### config.mk
export PLATFORM = sky130hd
export DESIGN_NAME = wdt_core
export DESIGN_NICKNAME = d
export VERILOG_FILES = /design/src/design/wdt_pkg.sv /design/src/design/wdt_tick_if.sv /design/src/design/wdt_core.sv /design/src/design/wdt_prescaler.sv
export VERILOG_INCLUDE_DIRS = /design/src /design/src/design
export SDC_FILE = /design/constraint.sdc
export NUM_CORES = 1
export LEC_CHECK = 0
export BUFFER_PORTS_ARGS = -buffer_cell sky130_fd_sc_hd__buf_2
export CAP_MARGIN = 25
export CORE_ASPECT_RATIO = 0.75
export CORE_MARGIN = 4
export CORE_UTILIZATION = 39
export DETAILED_ROUTE_END_ITERATION = 8
export GPL_TIMING_DRIVEN = 0
export SETUP_SLACK_MARGIN = 0.4
export SLEW_MARGIN = 20
export SYNTH_ARGS = -nofsm -noshare
export SYNTH_HDL_FRONTEND = slang
export SYNTH_HIERARCHICAL = 1
export SYNTH_SLANG_ARGS = --single-unit
### constraint.sdc
create_clock -name mclk -period 6.2 [get_ports mclk]
set_clock_uncertainty 0.2 [all_clocks]
set_input_delay 0.31 -clock mclk [delete_from_list [all_inputs] [get_ports mclk]]
set_output_delay 0.31 -clock mclk [all_outputs]
set_load 0.02 [all_outputs]
### src/design/wdt_params.svh
`ifndef WDT_PARAMS_SVH
`define WDT_PARAMS_SVH

// Register map
`define WDT_REG_ADDR      8'hD8
`define WDT_REG_RESET     8'hFE
`define WDT_BIT_ACTIVATE  0
`define WDT_BIT_SOFT_RST  1
`define WDT_CNT_LO_BIT    2
`define WDT_CNT_HI_BIT    7

// Counter values
`define WDT_CNT_RESET     7'h7F
`define WDT_CNT_EDGE      7'h40

// Timing
`define WDT_CLK_DIV       12
`define WDT_STEP_TICKS    256
`define WDT_STEP_CYCLES   (`WDT_CLK_DIV * `WDT_STEP_TICKS)
`define WDT_MIN_PERIOD    3072
`define WDT_MAX_PERIOD    196608

`endif

### src/design/wdt_pkg.sv
package wdt_pkg;

	typedef enum logic [1:0] {
		PM_RUN  = 2'b00,
		PM_WAIT = 2'b01,
		PM_STOP = 2'b10
	} pmode_t;

	typedef logic [6:0] wdt_cnt_t;

endpackage : wdt_pkg

### src/design/wdt_tick_if.sv
`timescale 1ns/1ps

interface wdt_tick_if;
	logic run;
	logic step;

	modport ctrl (output run, input step);
	modport src  (input run, output step);
endinterface : wdt_tick_if

### src/design/wdt_core.sv
//
// Function
// - Watchdog asserts system reset when active counter expires unreloaded.
// - Software option: watchdog stays inactive until activation bit set.
// - Once active, writes cannot deactivate; only reset does.
// - Inactive under software option, STOP halts the oscillator.
// - Hardware option: watchdog active always from reset onward.
// - Hardware option: STOP acts as WAIT, oscillator and counter keep running.
// - After leaving STOP, counting resumes from the held value.
// - Reset loads register with FEh: inactive, soft-reset and count bits set.
// - Soft-reset bit falling one to zero triggers reset.
// - Count bits reversed: register bit 7 is count_lsb, bit 2 count_msb.
// - Timeout selectable among 64 periods, 3072 to 196608 cycles.
// - Register sits at data-space address D8h, read and write.
// - Counter clock is internal clock divided by twelve.
// - Hardware option: activation bit reads one, writes ignored.
// - Inactive counter is a free seven-bit timer causing no reset.
//
`timescale 1ns/1ps
`include "wdt_params.svh"

module wdt_core
	import wdt_pkg::*;
(
	input  wire logic       mclk,
	input  wire logic       nrst,
	input  wire logic       hw_option,
	input  wire logic [7:0] addr,
	input  wire logic [7:0] wdata,
	input  wire logic       wr_en,
	input  wire logic       rd_en,
	input  wire logic       stop_req,
	input  wire logic       wait_req,
	input  wire logic       wake_irq,
	output logic      [7:0] rdata_r,
	output logic            sys_rst_r,
	output logic            osc_halt_r,
	output logic            cpu_wait_r
);

	////////////////////////////////////////////////////////////////////////
	// Decode and prescaler

	wdt_cnt_t   cnt_r;
	wdt_cnt_t   cnt_nxt;
	logic       active_r;
	logic       active;
	logic       wr_hit;
	logic       rd_hit;
	logic       step;
	logic [7:0] reg_view;
	pmode_t     pm_r;
	pmode_t     pm_nxt;

	wdt_tick_if tk ();

	assign wr_hit = wr_en && (addr == `WDT_REG_ADDR);
	assign rd_hit = rd_en && (addr == `WDT_REG_ADDR);
	assign active = hw_option || active_r;
	assign step   = tk.step;
	assign tk.run = (pm_nxt != PM_STOP);

	wdt_prescaler #(
		.DIV   (`WDT_CLK_DIV),
		.TICKS (`WDT_STEP_TICKS)
	) u_prescaler (
		.mclk (mclk),
		.nrst (nrst),
		.tk   (tk)
	);

	////////////////////////////////////////////////////////////////////////
	// Register view, count bits reversed

	always_comb begin
		reg_view = 8'h00;
		reg_view[`WDT_BIT_ACTIVATE] = active;
		reg_view[`WDT_BIT_SOFT_RST] = cnt_r[6];
		for (int i = 0; i < 6; i++) begin
			reg_view[`WDT_CNT_HI_BIT - i] = cnt_r[i];
		end
	end

	always_ff @(posedge mclk or negedge nrst) begin
		if (!nrst) begin
			rdata_r <= 8'h00;
		end else if (rd_hit) begin
			rdata_r <= reg_view;
		end else begin
			rdata_r <= 8'h00;
		end
	end

	////////////////////////////////////////////////////////////////////////
	// Activation bit

	always_ff @(posedge mclk or negedge nrst) begin
		if (!nrst) begin
			active_r <= 1'b0;
		end else if (wr_hit && wdata[`WDT_BIT_ACTIVATE] && !hw_option) begin
			active_r <= 1'b1;
		end else begin
			active_r <= active_r;
		end
	end

	////////////////////////////////////////////////////////////////////////
	// Downcounter

	always_comb begin
		cnt_nxt = cnt_r;
		if (wr_hit) begin
			cnt_nxt[6] = wdata[`WDT_BIT_SOFT_RST];
			for (int i = 0; i < 6; i++) begin
				cnt_nxt[i] = wdata[`WDT_CNT_HI_BIT - i];
			end
		end else if (step) begin
			cnt_nxt = cnt_r - 7'h01;
		end
	end

	always_ff @(posedge mclk or negedge nrst) begin
		if (!nrst) begin
			cnt_r <= `WDT_CNT_RESET;
		end else begin
			cnt_r <= cnt_nxt;
		end
	end

	////////////////////////////////////////////////////////////////////////
	// Reset request, held until the system reset arrives

	always_ff @(posedge mclk or negedge nrst) begin
		if (!nrst) begin
			sys_rst_r <= 1'b0;
		end else if (wr_hit && cnt_r[6] && !wdata[`WDT_BIT_SOFT_RST]) begin
			sys_rst_r <= 1'b1;
		end else if (active && !wr_hit && step
				&& cnt_r == `WDT_CNT_EDGE) begin
			sys_rst_r <= 1'b1;
		end
	end

	////////////////////////////////////////////////////////////////////////
	// Power mode

	always_comb begin
		pm_nxt = pm_r;
		unique case (pm_r)
			PM_RUN: begin
				if (stop_req && !active) begin
					pm_nxt = PM_STOP;
				end else if (stop_req || wait_req) begin
					pm_nxt = PM_WAIT;
				end
			end
			PM_WAIT: begin
				if (wake_irq) begin
					pm_nxt = PM_RUN;
				end
			end
			PM_STOP: begin
				if (wake_irq) begin
					pm_nxt = PM_RUN;
				end
			end
			default: pm_nxt = PM_RUN;
		endcase
	end

	always_ff @(posedge mclk or negedge nrst) begin
		if (!nrst) begin
			pm_r <= PM_RUN;
		end else begin
			pm_r <= pm_nxt;
		end
	end

	always_ff @(posedge mclk or negedge nrst) begin
		if (!nrst) begin
			osc_halt_r <= 1'b0;
			cpu_wait_r <= 1'b0;
		end else begin
			osc_halt_r <= (pm_nxt == PM_STOP);
			cpu_wait_r <= (pm_nxt == PM_WAIT);
		end
	end

	////////////////////////////////////////////////////////////////////////
	// Checks

	logic seen_r;

	always_ff @(posedge mclk or negedge nrst) begin
		if (!nrst) begin
			seen_r <= 1'b0;
		end else begin
			seen_r <= 1'b1;
		end
	end
endmodule : wdt_core

### src/design/wdt_prescaler.sv
`timescale 1ns/1ps
`include "wdt_params.svh"

module wdt_prescaler #(
	parameter int DIV   = `WDT_CLK_DIV,
	parameter int TICKS = `WDT_STEP_TICKS
) (
	input  wire logic mclk,
	input  wire logic nrst,
	wdt_tick_if.src   tk
);
	logic [3:0] div_r;
	logic [7:0] tick_r;
	logic       wd_clk_en;

	assign wd_clk_en = tk.run && (div_r == 4'(DIV - 1));

	// Internal clock divided by twelve
	always_ff @(posedge mclk or negedge nrst) begin
		if (!nrst) begin
			div_r <= 4'h0;
		end else if (tk.run) begin
			div_r <= wd_clk_en ? 4'h0 : div_r + 4'h1;
		end
	end

	// One count step per 256 watchdog clocks
	always_ff @(posedge mclk or negedge nrst) begin
		if (!nrst) begin
			tick_r  <= 8'h00;
			tk.step <= 1'b0;
		end else begin
			tk.step <= 1'b0;
			if (wd_clk_en) begin
				tick_r <= (tick_r == 8'(TICKS - 1)) ? 8'h00 : tick_r + 8'h01;
				tk.step <= (tick_r == 8'(TICKS - 1));
			end
		end
	end
endmodule : wdt_prescaler

==> out/metrics.csv, run 1 <==
metric;value;unit
crit_path_top_delay_cell;or4bb_1;
synth_area;1699;um2
root_buffer;clkbuf_8;
cap_violations;0;
routedWlPerCell;13.03;um
crit_fanout;7;
io_pins;35;
final_hold_viol_count;0;
powerDensity;308.5;nW/um2
die_area;5487;um2
worst_r2r_path_depth;10;
cts_resized;0;
grt_pass1_vias;1253;
fin_util;49.39;%
path_cells;inv_1 -> ha_1 -> or4bb_1 -> a31oi_1 -> nand3_1 -> buf_4 -> and4b_2 -> clkbuf_1 -> a41oi_1 -> a21oi_1;
ir_drop;203.2;uV
portBuffers;34;
final_nets;224;
synth_commonest_cells;dfrtp_1, nand2_1;
fmax;366.7;MHz
grt_pass1_wl;5451;um
worst_pin_slew;0.7241;ns
cts_hold_buf;1;
synth_edf_count;0;
fillers;391;
grt_overflow;0;
cts_buffers;5;
critical_path.top_delay_family;simple AND/OR/NAND/NOR gates;
synthArstFlopShare;100.0;%
min_period;2.727;ns
arrival;2.69;ns
relSlewSlack;51.73;%
drtAntennaViolNets;0;
tritoncts;done;
die_y;65.16;um
grt_setup_unrepaired;false;
cts.htree.levels;2;
cp.depth;10;
critical_path.max_stage_delay;0.52;ns
critPathKind;register to register;
route.detailed.drc;0;
setup_violations;0;
grt_max_degree;35;
synth-seq-area-share;50.59;%
start_util;41.15;%
syn_nets;182;
hold_path.class;input pin to register;
rows;20;
cp-end-kind;register;
synth_cells;152;
clk_path_buf_depth;2;
core_area;4129;um2
final_max_slew_viol_count;0;
yosysMostFrequentCell;dfrtp_1;
clk_latency;0.28;ns
final_layout_size_suffix_gt1_share;31.79;%
clk_pin_slew;0.07;ns
ys_seq_elements;34;
cp-start-kind;register;
drt_iter0_drc;36;
hold_depth;2;
setup_slack;3.473;ns
synthTopCellsByArea;dfrtp_1, dfstp_2, mux2_2;
status;finished clean;
clock_sinks;34;
cts_setup_buffers;0;
firstDrtPassIters;4;
diodes;0;
area_delta_synth_final;20.03;%
grtUsageTotal;12.51;%
synth_top_area_share;39.76;%
synth_top_cell_by_area;dfrtp_1;
hpwlAfterDp;2456;um
setup_tns;0;ns
yosysWarnings;6;
timing.final.crit_share;43.99;%
critPathBufInv;3;
dp_slack;3.509;ns
synth_ff_type;dfrtp_1;
routed_wirelength;3257;um
die_w;84.22;um
post_synth_num_cell_types;48;
critPathRequiredTime;6.17;ns
postSynthAreaPerCell;11.18;um2
antenna_found_initial;0;
vias;1293;
place_congestion;0.8567;
via_per_inst;5.172;
p_leak;0.9583;nW
==> layer usage <==
layer / global-route usage, % / vias to the layer above / wire length (um)
li1: - / 646 / -
met4: 4.819 / 0 / 38
met3: 4.261 / 4 / 163
met5: 0 / - / 0
met2: 21.26 / 24 / 1555
met1: 14.71 / 619 / 1499
==> kinds of logic after synthesis <==
kind of cell / after synthesis / synth area share (%)
buffers and inverters: 10 / 2.430
AO/OA/AOI/OAI: 26 / 10.16
AND/OR/NAND/NOR: 60 / 22.90
multiplexers: 9 / 5.891
XOR/XNOR: 7 / 3.608
adder cells (fa/ha/maj): 6 / 4.418
flip-flops: 34 / 50.59
==> registers in the layout, summed over array words and instances (netlist names) <==
register	count
sys_rst_r	1
osc_halt_r	1
rdata_r	8
u_prescaler/tick_r	8
pm_r	2
cpu_wait_r	1
u_prescaler/div_r	4
active_r	1
u_prescaler/tk.step	1
cnt_r	7
==> area by class of cell <==
| cell class | count | area, um2 | area share [%] |
|---|---|---|---|
| Multi-Input combinational cell | 108 | 798.3 | 39.14 |
| Clock inverter | 1 | 5.005 | 0.2454 |
| Tap cell | 55 | 68.82 | 3.374 |
| Buffer | 2 | 11.26 | 0.5521 |
| Inverter | 8 | 30.03 | 1.472 |
| Sequential cell | 34 | 859.6 | 42.15 |
| Timing Repair Buffer | 35 | 180.2 | 8.834 |
| Clock buffer | 7 | 86.33 | 4.233 |
==> metrics by stage <==
| stage | instances | hold slack [ns] | area, um2 | power [W] |
|---|---|---|---|---|
| detailed placement | 241 | 0.2191 | 1938 | 0.0004694 |
| global route | 250 | 0.07138 | 2039 | 0.0006737 |
| floorplan | 152 | -0.1856 | 1699 | 0.0004231 |
| CTS | 250 | 0.06152 | 2039 | 0.0006384 |
| finish | 250 | 0.06781 | 2039 | 0.0006292 |
| global placement | 241 | 0.2106 | 1938 | 0.0004602 |
==> where the power goes <==
group,total [W],internal [W],switching [W]
clock,0.000163,0.0000894,0.0000737
sequential,0.000299,0.000260,0.0000390
combinational,0.000167,0.0000845,0.0000824
total,0.000629,0.000434,0.000195
==> cells in the final DEF, fill, tap and decap left out, drive strengths merged, types with 3 or more instances in the layout <==
cell type,Yosys,layout
buf,1,35
dfrtp,27,27
nand2,10,10
inv,8,8
o21ai,8,8
nand3,8,8
mux2,8,8
clkbuf,1,8
and2,7,7
dfstp,7,7
ha,6,6
nor4,5,5
xnor2,5,5
nor2,4,4
nor2b,3,3
a21oi,3,3
a31oi,3,3
or4,3,3
==> final timing paths <==
check / slack (ns) / startpoint / endpoint
worst max register to register: 3.47 / pm_r[1] / u_prescaler/tick_r[3]
worst max-delay path: 3.47 / pm_r[1] / u_prescaler/tick_r[3]
worst min register to register: 0.26 / sys_rst_r / sys_rst_r
min in group asynchronous: 0.42 / nrst / rdata_r[3]
max in group asynchronous: 4.92 / nrst / u_prescaler/tick_r[6]
worst min-delay path: 0.07 / wdata[4] / cnt_r[3]
Power figures use the tool's default switching activity.
==> run 2: changes to the inputs <==
clock period = 2.65 ns   (was 6.2 ns; I/O delays follow)
==> out/metrics.csv, run 2 (synthesized netlist as in run 1, its figures left out) <==
metric;value;unit
status;finished clean;
min_period;2.442;ns
die_y;65.16;um
crit_path_top_delay_cell;or4bb_4;
root_buffer;clkbuf_8;
hold_path.class;input pin to register;
firstDrtPassIters;5;
cp-start-kind;register;
r2r-start;pm_r[1];
cts.htree.levels;2;
final_cell_mix;buf_2, dfrtp_1, buf_6;
critical_path.max_stage_delay;0.48;ns
drtAntennaViolNets;0;
die_w;84.22;um
p_leak;1.132;nW
holdPathEnd;cnt_r[5];
clk_latency;0.28;ns
r2r_slack;0.21;ns
vias;1471;
routed_wirelength;4123;um
final_hold_viol_count;0;
start_util;41.15;%
crit_fanout;3;
timing.final.crit_share;92.15;%
area_delta_synth_final;44.99;%
rows;20;
critPathKind;register to register;
r2r_end;osc_halt_r;
grt_overflow;0;
core_area;4129;um2
tritoncts;done;
diodes;0;
postPlaceCellArea;1962;um2
route.detailed.drc;0;
ir_drop;609.2;uV
fmax;409.5;MHz
grtUsageTotal;15.15;%
hpwlAfterDp;2517;um
clock_sinks;34;
final_max_slew_viol_count;0;
final_layout_size_suffix_gt1_share;45.54;%
setup_violations;0;
worst_r2r_path_depth;13;
grt_setup_unrepaired;true;
setup_tns;0;ns
top_regs;rdata_r (8), u_prescaler/tick_r (8), cnt_r (7);
routedWlPerCell;14.78;um
cp_common_cell;buf_6;
cp-end-kind;register;
final_area;2464;um2
final_nets;253;
clk_path_buf_depth;2;
critPathRequiredTime;2.67;ns
place_congestion;0.8572;
path_cells;inv_2 -> ha_4 -> or4bb_4 -> a31oi_4 -> buf_6 -> buf_6 -> buf_6 -> buf_6 -> buf_6 -> buf_6 -> buf_6 -> buf_6 -> and3_4;
cts_buffers;5;
worst_pin_slew;0.7588;ns
fillers;350;
io_pins;35;
antenna_found_initial;0;
relSlewSlack;49.41;%
via_per_inst;5.272;
clk_pin_slew;0.07;ns
finalNonFillerCells;279;
portBuffers;34;
powerDensity;766.4;nW/um2
die_area;5487;um2
hold_start;wr_en;
grt_pass1_vias;1471;
hold_depth;4;
grt_max_degree;35;
grt_pass1_wl;6610;um
final_common_cell;buf_2;
cap_violations;0;
dp_cells;241;
drt_iter0_drc;57;
arrival;2.47;ns
[run 2: cell count changes in the layout (fill, tap and decap cells not counted), moves of 2 or more]
cell / delta
buf_4: +6
buf_6: +13
dlygate4sd3_1: +10
inv_1: -2
inv_2: +2
mux2_2: -2
mux2_4: +2
nand3_1: -3
nand3_2: +3
o21ai_0: -3
o21ai_2: +2
[run 2: final cells by class]
cell class	instances	area, um2	share of cell area [%]
multi-input cells	108	919.6	37.33
flip-flops and latches	34	859.6	34.89
repair buffers	64	467.9	18.99
clock buffers	7	86.33	3.504
well taps	55	68.82	2.793
inverters	8	30.03	1.219
plain buffers	2	26.28	1.067
clock inverters	1	5.005	0.2031
[run 2: worst max path at each step]
stage	startpoint	to	slack, ns	cells past startpoint
2_1_floorplan	pm_r[1]	u_prescaler/tick_r[3]	0.31	10
3_3_place_gp	pm_r[1]	u_prescaler/tick_r[3]	0.16	10
3_5_place_dp	pm_r[0]	u_prescaler/tick_r[3]	0.08	10
4_1_cts	pm_r[1]	u_prescaler/tick_r[3]	0.26	10
5_1_grt	pm_r[1]	osc_halt_r	0.15	13
6_report	pm_r[1]	osc_halt_r	0.21	13
[run 2: layer usage]
metal / part of all wire (%) / global-route usage (%)
met5: 0 / 0
met4: 1.4 / 4.819
met3: 6.0 / 4.010
met2: 49 / 25.69
met1: 43 / 18.97
[run 2: critical path: cells and delay by family, from the launching register on]
kind / cells / cell delay (ns)
flip-flops: 1 / 0.40
AND/OR/NAND/NOR: 2 / 0.65
adder cells (fa/ha/maj): 1 / 0.14
AO/OA/AOI/OAI: 1 / 0.21
buffers and inverters: 9 / 0.77
[run 2: power breakdown]
group / internal (W) / switching [W]
logic: 0.000454 / 0.000332
registers: 0.000608 / 0.000103
clock network: 0.000210 / 0.000180
total: 0.00127 / 0.000616
[run 2: stage by stage]
step / utilization, % / hold slack [ns] / worst slack [ns] / total power, W
6_report: 59.67 / 0.07232 / 0.2079 / 0.001888
4_1_cts: 55.27 / 0.05348 / 0.2630 / 0.001676
3_5_place_dp: 47.52 / 0.04836 / 0.08480 / 0.001127
5_1_grt: 59.67 / 0.07641 / 0.1544 / 0.002009
2_1_floorplan: - / -0.3631 / 0.3105 / 0.001007
3_3_place_gp: 47.52 / 0.03874 / 0.1551 / 0.001101
[run 2: timing repair]
item / 4_1_cts / 5_1_grt
buffers inserted: 13 / 6
pin swaps: 3 / 11
gates resized for setup: 7 / 31
hold buffers: 11 / 0
endpoints found under the hold margin: 36 / 0
endpoints found under the setup margin: 12 / 15
